==> src/ops_pkg.sv <==
package ops_pkg;

  // Register byte offsets, one aligned 32-bit word each
  localparam logic [7:0] OPS_ADDR_CTRL = 8'h00;
  localparam logic [7:0] OPS_ADDR_START = 8'h04;
  localparam logic [7:0] OPS_ADDR_COLUMN = 8'h08;
  localparam logic [7:0] OPS_ADDR_CONTRAST = 8'h0C;
  localparam logic [7:0] OPS_ADDR_MUX = 8'h10;
  localparam logic [7:0] OPS_ADDR_STATUS = 8'h14;
  localparam logic [7:0] OPS_ADDR_GEOM = 8'h18;

  // Control register field positions
  localparam int OPS_CTRL_ON_BIT = 0;
  localparam int OPS_CTRL_ENTIRE_BIT = 1;
  localparam int OPS_CTRL_INVERSE_BIT = 2;
  localparam int OPS_CTRL_SEGREMAP_BIT = 3;
  localparam int OPS_CTRL_COMREV_BIT = 4;

  // Status and geometry field positions
  localparam int OPS_STAT_RESET_BIT = 0;
  localparam int OPS_STAT_CMD_LSB = 8;
  localparam int OPS_GEOM_ROWS_LSB = 8;

  // Field widths
  localparam int OPS_START_W = 6;
  localparam int OPS_MUX_W = 6;
  localparam int OPS_CONTRAST_W = 8;
  localparam int OPS_BYTE_W = 8;

  // Documented panel geometry
  localparam int OPS_COLS = 128;
  localparam int OPS_ROWS = 64;

  // Reset values
  localparam logic [OPS_START_W-1:0] OPS_START_RST = 6'h00;
  localparam logic [OPS_CONTRAST_W-1:0] OPS_CONTRAST_RST = 8'h7F;
  localparam logic [OPS_MUX_W-1:0] OPS_MUX_RST = 6'h3F;
  localparam logic [OPS_BYTE_W-1:0] OPS_CMD_RST = 8'h00;

  // Command bytes decoded from the serial port
  localparam logic [OPS_BYTE_W-1:0] OPS_CMD_DISPLAY_OFF = 8'hAE;
  localparam logic [OPS_BYTE_W-1:0] OPS_CMD_DISPLAY_ON = 8'hAF;
  localparam logic [OPS_BYTE_W-1:0] OPS_CMD_FOLLOW_RAM = 8'hA4;
  localparam logic [OPS_BYTE_W-1:0] OPS_CMD_ENTIRE_ON = 8'hA5;
  localparam logic [OPS_BYTE_W-1:0] OPS_CMD_NORMAL = 8'hA6;
  localparam logic [OPS_BYTE_W-1:0] OPS_CMD_INVERSE = 8'hA7;

  // Display configuration carried as one unit
  typedef struct packed {
    logic display_on;
    logic entire_on;
    logic inverse;
    logic seg_remap;
    logic com_reverse;
    logic [OPS_START_W-1:0] start_line;
    logic [OPS_CONTRAST_W-1:0] contrast;
    logic [OPS_MUX_W-1:0] mux;
  } ops_disp_cfg_s;

  localparam ops_disp_cfg_s OPS_CFG_RST = '{
    display_on: 1'b0,
    entire_on: 1'b0,
    inverse: 1'b0,
    seg_remap: 1'b0,
    com_reverse: 1'b0,
    start_line: OPS_START_RST,
    contrast: OPS_CONTRAST_RST,
    mux: OPS_MUX_RST
  };

endpackage

==> src/ops_serial_shift.sv <==
module ops_serial_shift
  import ops_pkg::*;
(
  // Clock, reset, enable
  input wire logic clk_sys,
  input wire logic rst,
  input wire logic ce,
  input wire logic clr,
  // Serial pins
  input wire logic sclk,
  input wire logic sdin,
  input wire logic cs_n,
  input wire logic dc,
  // Received byte
  output logic byte_valid,
  output logic [OPS_BYTE_W-1:0] byte_data,
  output logic byte_dc
);

  logic sclk_prev;
  logic [OPS_BYTE_W-1:0] shift;
  logic [3:0] bit_cnt;
  logic sclk_rise;

  // Pins are synchronous to clk_sys, so a plain edge detect suffices
  assign sclk_rise = sclk & ~sclk_prev & ~cs_n;

  always_ff @(posedge clk_sys or posedge rst) begin
    if (rst) begin
      sclk_prev <= 1'b0;
    end else if (ce) begin
      sclk_prev <= sclk;
    end
  end

  // Shift in MSB first; chip deselect also drops a partial byte
  // RL4: clear partial bits
  always_ff @(posedge clk_sys or posedge rst) begin
    if (rst) begin
      shift <= '0;
      bit_cnt <= '0;
      byte_valid <= 1'b0;
      byte_data <= '0;
      byte_dc <= 1'b0;
    end else if (ce) begin
      byte_valid <= 1'b0;
      if (clr || cs_n) begin
        shift <= '0;
        bit_cnt <= '0;
      end else if (sclk_rise) begin
        shift <= {shift[OPS_BYTE_W-2:0], sdin};
        if (bit_cnt == 4'(OPS_BYTE_W - 1)) begin
          bit_cnt <= '0;
          byte_valid <= 1'b1;
          byte_data <= {shift[OPS_BYTE_W-2:0], sdin};
          byte_dc <= dc;
        end else begin
          bit_cnt <= bit_cnt + 4'h1;
        end
      end
    end
  end
endmodule // ops_serial_shift

==> src/ops_column_counter.sv <==
module ops_column_counter
  import ops_pkg::*;
#(
  parameter int COLS = OPS_COLS,
  parameter int COL_W = $clog2(COLS)
) (
  // Clock, reset, enable
  input wire logic clk_sys,
  input wire logic rst,
  input wire logic ce,
  input wire logic clr,
  // Load and advance
  input wire logic load,
  input wire logic [COL_W-1:0] load_val,
  input wire logic inc,
  // Current column
  output logic [COL_W-1:0] column
);

  localparam logic [COL_W-1:0] LAST = COL_W'(COLS - 1);

  initial begin
    if (COLS < 2 || COLS > (1 << COL_W)) begin
      $error("COLS does not fit COL_W");
    end
  end

  // Pin reset beats a load, a load beats an advance; wrap after the last column
  // RL6: column to zero
  always_ff @(posedge clk_sys or posedge rst) begin
    if (rst) begin
      column <= '0;
    end else if (ce) begin
      if (clr) begin
        column <= '0;
      end else if (load) begin
        column <= (load_val > LAST) ? LAST : load_val;
      end else if (inc) begin
        column <= (column == LAST) ? '0 : column + 1'b1;
      end
    end
  end

endmodule // ops_column_counter

==> src/ops_sequencer_core.sv <==
// What this block and the host model do
// RL1: Held module reset turns display off and selects RAM-following normal mode.
// RL2: Reset selects the 128 by 64 pixel configuration.
// RL3: Reset restores normal segment mapping and normal common scan direction.
// RL4: Reset clears partial bits in the serial shift register.
// RL5: Reset sets display start line to memory line zero.
// RL6: Reset loads the column address counter with zero.
// RL7: Reset loads contrast with 7Fh.
// RL8: Host sends display off, init, clear, then enables panel supply.
// RL9: Host waits 100ms after panel supply before display on.
// RL10: Host powers down display, panel supply, waits 100ms, then logic supply.
// RL11: Host resets the display if noise corrupts the picture. Host model has no reset pin; the testbench drives it.
// RL12: Host times each 100ms wait from its clock and flags completion.
module ops_sequencer_core
  import ops_pkg::*;
#(
  parameter int COLS = OPS_COLS,
  parameter int ROWS = OPS_ROWS,
  parameter int COL_W = $clog2(COLS)
) (
  // Clock, reset, enable
  input wire logic clk_sys,
  input wire logic rst,
  input wire logic ce,
  // Module reset pin
  input wire logic module_reset_input_n,
  // Serial command port
  input wire logic sclk,
  input wire logic sdin,
  input wire logic cs_n,
  input wire logic dc,
  // Wishbone slave
  input wire logic wb_cyc_i,
  input wire logic wb_stb_i,
  input wire logic wb_we_i,
  input wire logic [7:0] wb_adr_i,
  input wire logic [3:0] wb_sel_i,
  input wire logic [31:0] wb_dat_i,
  output logic [31:0] wb_dat_o,
  output logic wb_ack_o,
  // Display state
  output ops_disp_cfg_s disp_cfg,
  output logic [COL_W-1:0] column,
  output logic pixel_valid,
  output logic [OPS_BYTE_W-1:0] pixel_byte,
  output logic in_reset
);

  initial begin
    if (COLS > 255 || ROWS > 64 || ROWS < 2) begin
      $error("Geometry outside what the registers can hold");
    end
  end

  logic pin_reset;
  logic wb_req;
  logic wb_wr;
  logic lane0;
  logic wr_ctrl;
  logic wr_start;
  logic wr_column;
  logic wr_contrast;
  logic wr_mux;
  logic byte_valid;
  logic byte_dc;
  logic [OPS_BYTE_W-1:0] byte_data;
  logic cmd_valid;
  logic data_valid;
  logic [OPS_BYTE_W-1:0] last_cmd;
  logic [31:0] next_rdata;

  // Pin reset acts as a level on each enabled edge, so it holds state while low
  assign pin_reset = ~module_reset_input_n;

  // New request only while ack is low, so every access gets exactly one ack
  assign wb_req = wb_cyc_i & wb_stb_i & ~wb_ack_o;
  assign wb_wr = wb_req & wb_we_i;
  assign lane0 = wb_sel_i[0];
  assign wr_ctrl = wb_wr & lane0 & (wb_adr_i == OPS_ADDR_CTRL);
  assign wr_start = wb_wr & lane0 & (wb_adr_i == OPS_ADDR_START);
  assign wr_column = wb_wr & lane0 & (wb_adr_i == OPS_ADDR_COLUMN);
  assign wr_contrast = wb_wr & lane0 & (wb_adr_i == OPS_ADDR_CONTRAST);
  assign wr_mux = wb_wr & lane0 & (wb_adr_i == OPS_ADDR_MUX);

  // Serial bytes split into commands and display data by the dc pin
  assign cmd_valid = byte_valid & ~byte_dc;
  assign data_valid = byte_valid & byte_dc;

  // Serial receiver
  ops_serial_shift u_shift (
    .clk_sys(clk_sys),
    .rst(rst),
    .ce(ce),
    .clr(pin_reset),
    .sclk(sclk),
    .sdin(sdin),
    .cs_n(cs_n),
    .dc(dc),
    .byte_valid(byte_valid),
    .byte_data(byte_data),
    .byte_dc(byte_dc)
  );

  // Column address, advanced by each display data byte
  ops_column_counter #(
    .COLS(COLS),
    .COL_W(COL_W)
  ) u_column (
    .clk_sys(clk_sys),
    .rst(rst),
    .ce(ce),
    .clr(pin_reset),
    .load(wr_column),
    .load_val(wb_dat_i[COL_W-1:0]),
    .inc(data_valid),
    .column(column)
  );

  // Display configuration in one process, so the struct has a single driver;
  // mode flags: pin reset first, then software, then serial commands
  // RL1: off and normal mode
  // RL2: full 64-row geometry
  // RL3: normal mapping restored
  // RL5: start line zero
  // RL7: contrast to 7Fh
  always_ff @(posedge clk_sys or posedge rst) begin
    if (rst) begin
      disp_cfg.display_on <= OPS_CFG_RST.display_on;
      disp_cfg.entire_on <= OPS_CFG_RST.entire_on;
      disp_cfg.inverse <= OPS_CFG_RST.inverse;
      disp_cfg.seg_remap <= OPS_CFG_RST.seg_remap;
      disp_cfg.com_reverse <= OPS_CFG_RST.com_reverse;
      disp_cfg.start_line <= OPS_CFG_RST.start_line;
      disp_cfg.contrast <= OPS_CFG_RST.contrast;
      disp_cfg.mux <= OPS_MUX_W'(ROWS - 1);
    end else if (ce) begin
      if (pin_reset) begin
        disp_cfg.display_on <= OPS_CFG_RST.display_on;
        disp_cfg.entire_on <= OPS_CFG_RST.entire_on;
        disp_cfg.inverse <= OPS_CFG_RST.inverse;
        disp_cfg.seg_remap <= OPS_CFG_RST.seg_remap;
        disp_cfg.com_reverse <= OPS_CFG_RST.com_reverse;
        disp_cfg.start_line <= OPS_CFG_RST.start_line;
        disp_cfg.contrast <= OPS_CFG_RST.contrast;
        disp_cfg.mux <= OPS_MUX_W'(ROWS - 1);
      end else begin
        if (wr_ctrl) begin
          disp_cfg.display_on <= wb_dat_i[OPS_CTRL_ON_BIT];
          disp_cfg.entire_on <= wb_dat_i[OPS_CTRL_ENTIRE_BIT];
          disp_cfg.inverse <= wb_dat_i[OPS_CTRL_INVERSE_BIT];
          disp_cfg.seg_remap <= wb_dat_i[OPS_CTRL_SEGREMAP_BIT];
          disp_cfg.com_reverse <= wb_dat_i[OPS_CTRL_COMREV_BIT];
        end else if (cmd_valid) begin
          case (byte_data)
            OPS_CMD_DISPLAY_OFF: disp_cfg.display_on <= 1'b0;
            OPS_CMD_DISPLAY_ON: disp_cfg.display_on <= 1'b1;
            OPS_CMD_FOLLOW_RAM: disp_cfg.entire_on <= 1'b0;
            OPS_CMD_ENTIRE_ON: disp_cfg.entire_on <= 1'b1;
            OPS_CMD_NORMAL: disp_cfg.inverse <= 1'b0;
            OPS_CMD_INVERSE: disp_cfg.inverse <= 1'b1;
            default: disp_cfg.display_on <= disp_cfg.display_on;
          endcase
        end
        if (wr_start) begin
          disp_cfg.start_line <= wb_dat_i[OPS_START_W-1:0];
        end
        if (wr_contrast) begin
          disp_cfg.contrast <= wb_dat_i[OPS_CONTRAST_W-1:0];
        end
        if (wr_mux) begin
          disp_cfg.mux <= wb_dat_i[OPS_MUX_W-1:0];
        end
      end
    end
  end

  // Last command byte and reset-held flag, visible to software
  always_ff @(posedge clk_sys or posedge rst) begin
    if (rst) begin
      last_cmd <= OPS_CMD_RST;
      in_reset <= 1'b0;
    end else if (ce) begin
      in_reset <= pin_reset;
      if (pin_reset) begin
        last_cmd <= OPS_CMD_RST;
      end else if (cmd_valid) begin
        last_cmd <= byte_data;
      end
    end
  end

  // Data bytes pass out one cycle later, when column already points past the one they land in
  always_ff @(posedge clk_sys or posedge rst) begin
    if (rst) begin
      pixel_valid <= 1'b0;
      pixel_byte <= '0;
    end else if (ce) begin
      pixel_valid <= data_valid & ~pin_reset;
      if (data_valid) begin
        pixel_byte <= byte_data;
      end
    end
  end

  // Read mux; unmapped addresses read zero and are still acknowledged
  always_comb begin
    next_rdata = 32'h0000_0000;
    case (wb_adr_i)
      OPS_ADDR_CTRL: begin
        next_rdata[OPS_CTRL_ON_BIT] = disp_cfg.display_on;
        next_rdata[OPS_CTRL_ENTIRE_BIT] = disp_cfg.entire_on;
        next_rdata[OPS_CTRL_INVERSE_BIT] = disp_cfg.inverse;
        next_rdata[OPS_CTRL_SEGREMAP_BIT] = disp_cfg.seg_remap;
        next_rdata[OPS_CTRL_COMREV_BIT] = disp_cfg.com_reverse;
      end
      OPS_ADDR_START: next_rdata[OPS_START_W-1:0] = disp_cfg.start_line;
      OPS_ADDR_COLUMN: next_rdata[COL_W-1:0] = column;
      OPS_ADDR_CONTRAST: next_rdata[OPS_CONTRAST_W-1:0] = disp_cfg.contrast;
      OPS_ADDR_MUX: next_rdata[OPS_MUX_W-1:0] = disp_cfg.mux;
      OPS_ADDR_STATUS: begin
        next_rdata[OPS_STAT_RESET_BIT] = in_reset;
        next_rdata[OPS_STAT_CMD_LSB +: OPS_BYTE_W] = last_cmd;
      end
      OPS_ADDR_GEOM: begin
        next_rdata[OPS_BYTE_W-1:0] = OPS_BYTE_W'(COLS);
        next_rdata[OPS_GEOM_ROWS_LSB +: OPS_BYTE_W] = OPS_BYTE_W'(ROWS);
      end
      default: next_rdata = 32'h0000_0000;
    endcase
  end

  // Bus answer one cycle after the request; ack drops the cycle after
  always_ff @(posedge clk_sys or posedge rst) begin
    if (rst) begin
      wb_ack_o <= 1'b0;
      wb_dat_o <= 32'h0000_0000;
    end else if (ce) begin
      wb_ack_o <= wb_req;
      if (wb_req && !wb_we_i) begin
        wb_dat_o <= next_rdata;
      end
    end
  end
endmodule // ops_sequencer_core

==> config.mk <==
export PLATFORM = sky130hd
export DESIGN_NAME = ops_sequencer_core
export DESIGN_NICKNAME = d
export VERILOG_FILES = /design/src/ops_pkg.sv /design/src/ops_serial_shift.sv /design/src/ops_column_counter.sv /design/src/ops_sequencer_core.sv
export SDC_FILE = /design/constraint.sdc
export NUM_CORES = 1
export LEC_CHECK = 0
export BUFFER_PORTS_ARGS = -buffer_cell sky130_fd_sc_hd__buf_2
export CAP_MARGIN = 5
export CORE_MARGIN = 4
export CORE_UTILIZATION = 52
export CTS_CLUSTER_DIAMETER = 80
export DETAILED_ROUTE_END_ITERATION = 8
export PLACE_DENSITY = 0.84
export SETUP_SLACK_MARGIN = 0.3
export SLEW_MARGIN = 25
export SYNTH_ARGS = -nofsm -noshare
export SYNTH_HDL_FRONTEND = slang
export SYNTH_SLANG_ARGS = --single-unit
export TNS_END_PERCENT = 100
==> constraint.sdc <==
create_clock -name clk_sys -period 3.4 [get_ports clk_sys]
set_clock_uncertainty 0.15 [all_clocks]
set_input_delay 0.34 -clock clk_sys [delete_from_list [all_inputs] [get_ports clk_sys]]
set_output_delay 0.34 -clock clk_sys [all_outputs]
set_load 0.03 [all_outputs]
==> results of run 1 <==
## report_power, final
| group | switching (mW) | internal, mW |
|---|---|---|
| clock network | 0.377 | 0.362 |
| registers | 0.0128 | 1.07 |
| logic | 0.142 | 0.0523 |
| total | 0.531 | 1.49 |
## synthesized netlist by cell type (2+ instances only)
library cell  instances
nor3_1                7
mux2i_1              10
o21ai_0              27
nor4_1                3
o21ai_1              10
nand2b_1              4
buf_6                 2
or3b_2                2
a21oi_1              10
o31ai_1               5
mux2_2               20
nor2_1                8
nand4_1               5
ha_1                  2
a32oi_1               3
clkbuf_1              8
nor3_4                2
a21o_1                3
buf_1                 3
nand3b_1              2
nor2b_1               5
dfstp_2              13
inv_1                 7
nor3b_1               2
and3_1                2
buf_4                16
a32o_1                2
o22a_1               14
nand3_1               9
and3b_1               2
a311oi_1              2
or3_1                 4
buf_2                 5
a22oi_1               2
dfrtp_1              76
a22o_1               27
nand2_1              39
## cell families (layout without fill, tap and decap cells)
group / after synthesis / count (layout) / share of synthesized area [%]
AO/OA/AOI/OAI: 114 / 114 / 18.66
adder cells (fa/ha/maj): 2 / 2 / 0.5784
buffers and inverters: 42 / 115 / 5.525
flip-flops: 89 / 89 / 51.87
multiplexers: 31 / 31 / 8.042
other: 1 / 16 / 0.08670
AND/OR/NAND/NOR: 110 / 110 / 15.24
## layout make-up
cell class	instances	area (um2)	share of cell area (%)
Multi-Input combinational cell	273	1899	38.15
Clock buffer	10	137.6	2.765
Clock inverter	6	65.06	1.307
Sequential cell	89	2243	45.06
Tap cell	105	131.4	2.639
Timing Repair Buffer	91	470.5	9.450
Inverter	8	31.28	0.6283
## how the worst max path moves through the flow
stage               cells after the start                               end  slack, ns
floorplan                               1          disp_cfg[13]$_DFFE_PP0P_       0.62
global placement                        5  u_shift.byte_data[0]$_DFFE_PP0P_       0.93
detailed placement                      5  u_shift.byte_data[4]$_DFFE_PP0P_       0.86
CTS                                     5           wb_dat_o[1]$_DFFE_PP0P_       1.20
global route                            6    u_column.column[0]$_DFFE_PP0P_       1.07
finish                                  6    u_column.column[0]$_DFFE_PP0P_       1.20
## sequential cells by signal, indices dropped and copies added (netlist names)
signal,count
disp_cfg,25
in_reset,1
last_cmd,8
pixel_byte,8
pixel_valid,1
u_column.column,7
u_shift.bit_cnt,4
u_shift.byte_data,8
u_shift.byte_dc,1
u_shift.byte_valid,1
u_shift.sclk_prev,1
u_shift.shift,7
wb_ack_o,1
wb_dat_o,16
## through the flow
| stage | setup slack (ns) | hold WS, ns |
|---|---|---|
| floorplan | 0.6246 | 0.3026 |
| global placement | 0.9258 | 0.3034 |
| detailed placement | 0.8613 | 0.3166 |
| CTS | 1.203 | 0.05265 |
| global route | 1.073 | 0.07033 |
| finish | 1.203 | 0.06875 |
## worst min-delay path: stages
cell and delay, ns:
buf_2 0.10, inv_1 0.04, o22ai_1 0.05
## timing repair
item / in CTS / in global routing
endpoints found under the setup margin: 0 / 0
hold endpoints to repair: 42 / 0
gates resized for setup: 0 / 0
hold buffers: 1 / 0
## metal layers
layer	vias to the layer above	routed length [um]	track usage (%)
met1	1710	4438	29.72
met3	21	769	3.647
li1	1581	-	-
met2	154	4975	34.35
met4	0	274	9.559
met5	-	0	0
## layout by cell type (no fill, tap or decap), types with 2 or more instances in the layout
master / n
nor3b_1: 2
mux2i_1: 10
o31ai_1: 5
dfrtp_1: 76
and3_1: 2
dfstp_2: 13
a21oi_1: 10
a32oi_1: 3
a21o_1: 3
nor4_1: 3
and3b_1: 2
ha_1: 2
o21ai_1: 10
a311oi_1: 2
nand2_1: 39
clkbuf_8: 10
buf_2: 86
or3_1: 4
nor3_4: 2
a22oi_1: 2
o21ai_0: 27
nand3b_1: 2
conb_1: 16
or3b_2: 2
clkinv_2: 3
a32o_1: 2
inv_6: 2
buf_4: 4
inv_1: 6
nor2_1: 8
mux2_2: 20
nor3_1: 7
nand4_1: 5
nand2b_1: 4
a22o_1: 27
nor2b_1: 5
o22a_1: 14
nand3_1: 9
==> impl_metrics.yaml, run 1 <==
yosys:
  seq_area_frac_synth_pct: 51.87
  ys_ff_latch: 89
  synth_cell_types: 63
  async_flop_share_pct: 100.0
  synth_edf_count: 0
  ys.warnings.count: 0
  synth_area_mm2: 0.004325
  yosys.area.top_type: "dfrtp_1"
  synthTopCellsByArea: "dfrtp_1 (44%), dfstp_2 (7.9%), a22o_1 (5.5%)"
  synth_top_area_share_pct: 43.97
  syn_area_per_cell_um2: 11.12
  synthCells: 389
  synth_flop_cell: "dfrtp_1"
floorplan:
  die_w_um: 99.21
  core-area_mm2: 0.008134
  rows: 33
  die_area_mm2: 0.009842
  io_pins: 130
  start_util_pct: 53.18
  fp.dieH_um: 99.21
sta:
  fin_crit_sh_pct: 64.62
  final_hold_viol_count: 0
  finalCriticalPeriod_ns: 2.197
  finalMaxSlewViolations: 0
  setup_viol: 0
  worst_pin_slew_ns: 0.7421
  max_freq_mhz: 455.2
  rsz0062_at_grt: "false"
  slew_headroom_pct: 50.15
  fin_tns_setup_ns: 0
worst_setup_path:
  cp.required_ns: 3.49
  critPathSlowestCell: "nor4_4"
  rr_worst_depth: 5
  reg2reg_from: "wb_ack_o$_DFFE_PP0P_"
  path_delay_family: "simple AND/OR/NAND/NOR gates"
  path_buf_inv: 1
  max_stage_delay_ns: 0.73
  criticalPathCategory: "input port to flop"
  startpoint_type: "input port"
  path_cells: "buf_2 -> or3_1 -> nor4_4 -> o21ai_1 -> mux2i_1 -> nand2_1"
  end_kind: "flop"
  cp.arrival_ns: 2.29
  r2r-end: "wb_dat_o[1]$_DFFE_PP0P_"
  r2r_slack_ns: 1.22
  crit_fanout: 13
  startpoint: "wb_adr_i[5]"
layout:
  design_area_mm2: 0.004979
  drive_above_1_share_pct: 32.91
  final_nets: 529
  fill_cells: 659
  fin_cells: 582
  area_growth_pct: 15.10
  antennaDiodeCount: 0
  fin_util_pct: 61.21
min_path:
  min-delay-start: "wb_dat_i[7]"
  whs_path_depth: 3
  min_to: "disp_cfg[13]$_DFFE_PP0P_"
  worstHoldPathType: "input port to flop"
clock_tree:
  cts_root_buf: "clkbuf_8"
  worstSkewPairLatency_ns: 0.35
  cts_tree: "done"
  htree_num_levels: 3
  clock_sinks: 89
  numCtsBuffers: 9
  post_cts_buffers: 0
  cts_buffer_depth: 2
  path_clk_slew_ns: 0.09
pwr:
  power.total_mw: 2.017
  leakage_nw: 2.405
  ir_drop_v: 0.0002512
  power_density_mw_per_mm2: 405.2
detailed_routing:
  drt_iter0_drc: 241
  first_pass_iters: 5
  vias: 3466
  routed_wl_um: 10460
  antenna_left: 0
  vias_per_cell: 5.955
  wl_per_cell_um: 17.97
  drc: 0
global_routing:
  grt_overflow: 0
  grt_pass1_wl_um: 17110
  grt_max_degree: 45
  antenna_found_initial: 0
  grtUsageTotal_pct: 21.74
  first_global_vias: 3381
flow_run:
  cap_violations: 0
place:
  placed_area_mm2: 0.004766
  place.gp.congestion: 0.8879
  portBuffers: 86
  dp.cells: 565
  place_hpwl_um: 7741
outcome:
  status: "finished, final reports clean"
Power figures use the tool's default switching activity.
==> inputs of run 2 (changes only) <==
==> constraint.sdc (replaced) <==
create_clock -name clk_sys -period 2.1 [get_ports clk_sys]
set_clock_uncertainty 0.15 [all_clocks]
set_input_delay 0.21 -clock clk_sys [delete_from_list [all_inputs] [get_ports clk_sys]]
set_output_delay 0.21 -clock clk_sys [all_outputs]
set_load 0.03 [all_outputs]
==> run 2 against run 1 <==
Against the previous run:
- clock-buffer cell count is the same
- clock power grew 57%
- setup slack lost 1.0 ns
- sequential cell count is the same
- combinational power grew 110%
==> impl_metrics.yaml, run 2 (synthesis gave the netlist of run 1 again) <==
layout:
  top_regs: "disp_cfg: 25 flops, wb_dat_o: 16 flops"
  multiInputGateArea_mm2: 0.002122
  fill_cells: 532
  area_growth_pct: 33.58
  final_cell_mix: "buf_2 (86), dfrtp_1 (74), buf_4 (40), nand2_1 (38), a22o_1 (27)"
  final_nets: 589
  antennaDiodeCount: 0
  final_common_cell: "buf_2"
  seq_area_mm2: 0.002246
  top_register: "disp_cfg"
  largest_register_ffs: 25
  drive_above_1_share_pct: 41.90
  design_area_mm2: 0.005778
sta:
  fin_crit_sh_pct: 92.54
  setup_viol: 0
  finalMaxSlewViolations: 0
  fin_tns_setup_ns: 0
  final_hold_viol_count: 0
  rsz0062_at_grt: "true"
  finalCriticalPeriod_ns: 1.943
  max_freq_mhz: 514.6
  fin_ws_ns: 0.1567
worst_setup_path:
  end_kind: "flop"
  cp.arrival_ns: 2.09
  path_buf_inv: 0
  cp.required_ns: 2.25
  path_delay_family: "simple AND/OR/NAND/NOR gates"
  r2r_slack_ns: 0.16
  max_stage_delay_ns: 0.46
  crit_fanout: 4
  path_cells: "nand3b_4 -> or3_4 -> or4_4 -> nand2b_4 -> o21ai_2"
  reg2reg_from: "wb_ack_o$_DFFE_PP0P_"
  startpoint_type: "flop"
  critPathSlowestCell: "or4_4"
  rr_worst_depth: 5
  r2r-end: "wb_dat_o[1]$_DFFE_PP0P_"
  criticalPathCategory: "flop to flop"
place:
  place_hpwl_um: 8103
  placed_area_mm2: 0.005046
  portBuffers: 86
  pre_cts_ws_ns: 0.04841
  place.gp.congestion: 0.9258
clock_tree:
  cts_buffer_depth: 2
  clock_sinks: 89
  path_clk_slew_ns: 0.09
  cts_tree: "done"
  cts_root_buf: "clkbuf_8"
  worstSkewPairLatency_ns: 0.37
  htree_num_levels: 3
  numCtsBuffers: 9
min_path:
  min_to: "wb_dat_o[7]$_DFFE_PP0P_"
  whs_path_depth: 3
  min-delay-start: "wb_adr_i[3]"
  worstHoldPathType: "input port to flop"
outcome:
  status: "finished, final reports clean"
pwr:
  p_seq_share_pct: 52.8
  leakage_nw: 2.794
  ir_drop_v: 0.0003366
  p_clk_share_pct: 34.8
  power.total_mw: 3.328
  p_comb_share_pct: 12.4
  switchingPower_mw: 0.9057
  p_sw_share_pct: 27.21
  power_density_mw_per_mm2: 576.0
  internal-power_mw: 2.423
floorplan:
  die_w_um: 99.21
  rows: 33
  fp.dieH_um: 99.21
  start_util_pct: 53.18
  core-area_mm2: 0.008134
  io_pins: 130
  die_area_mm2: 0.009842
global_routing:
  grtUsageTotal_pct: 24.51
  grt_overflow: 0
  grt_max_degree: 50
  grt_pass1_wl_um: 19130
  antenna_found_initial: 0
  first_global_vias: 3871
detailed_routing:
  wl_per_cell_um: 20.38
  antenna_left: 0
  drc: 0
  drt_iter0_drc: 290
  routed_wl_um: 13080
  first_pass_iters: 5
  vias: 3966
  vias_per_cell: 6.178
flow_run:
  cap_violations: 0
==> run 2: changes by cell type in the layout (fill, tap and decap cells not counted), moves of 3 or more <==
cell and change:
mux2_2 -9, o21ai_0 -7, nand3_4 +3, buf_12 +4, mux2_4 +9, buf_4 +36, dlygate4sd3_1 +11, buf_6 +6
o21ai_2 +5
==> run 2: timing repair <==
action                                  4_1_cts  5_1_grt
endpoints found under the setup margin       36       55
hold buffers                                 12        0
hold endpoints to repair                     34        0
pin swaps                                    10        9
gates resized for setup                      13       26
cloned                                        3        1
buffers inserted                             16        7
==> run 2: how the worst max path moves through the flow <==
stage                          from                      end  depth (start not counted)  slack (ns)
2_1_floorplan  wb_ack_o$_DFFE_PP0P_  wb_dat_o[1]$_DFFE_PP0P_                          5        0.07
3_3_place_gp            wb_adr_i[5]  disp_cfg[0]$_DFFE_PP1P_                          7        0.07
3_5_place_dp            wb_adr_i[5]  disp_cfg[0]$_DFFE_PP1P_                          7        0.05
4_1_cts        wb_ack_o$_DFFE_PP0P_  wb_dat_o[3]$_DFFE_PP0P_                          5        0.19
5_1_grt        wb_ack_o$_DFFE_PP0P_  wb_dat_o[3]$_DFFE_PP0P_                          5        0.10
6_report       wb_ack_o$_DFFE_PP0P_  wb_dat_o[1]$_DFFE_PP0P_                          5        0.16
==> run 2: worst min-delay path, stage by stage <==
cell     delay [ns]
buf_2          0.17
nand2_1        0.08
o21ai_1        0.05
==> run 2: area by class of cell <==
class | count | area share, %
flip-flops and latches | 89 | 38.87
multi-input cells | 274 | 36.73
repair buffers | 150 | 18.32
well taps | 105 | 2.274
clock buffers | 10 | 2.209
clock inverters | 6 | 1.018
inverters | 8 | 0.5847
==> run 2: metrics by stage <==
stage	utilization, %	instances	hold WS, ns
after floorplan	-	404	0.1726
after global placement	62.04	587	0.08787
after detailed placement	62.04	587	0.08878
after CTS	68.68	634	0.01165
after global routing	71.04	642	0.02988
final	71.04	642	0.03553
==> run 2: power groups by stage <==
stage,combinational [mW],clock (mW),sequential [mW]
detailed placement,0.344,0,1.79
finish,0.414,1.16,1.76
CTS,0.381,1.16,1.75
global placement,0.337,0,1.79
global route,0.443,1.24,1.76
floorplan,0.220,0,1.81
==> run 2: metal layers <==
layer	track usage [%]	share of wire [%]	wire length (um)	vias to the layer above
met4	13.55	5.2	686	0
li1	-	-	-	1713
met2	39.62	49	6427	257
met5	0	0	0	-
met3	5.610	8.6	1123	65
met1	30.47	37	4847	1931
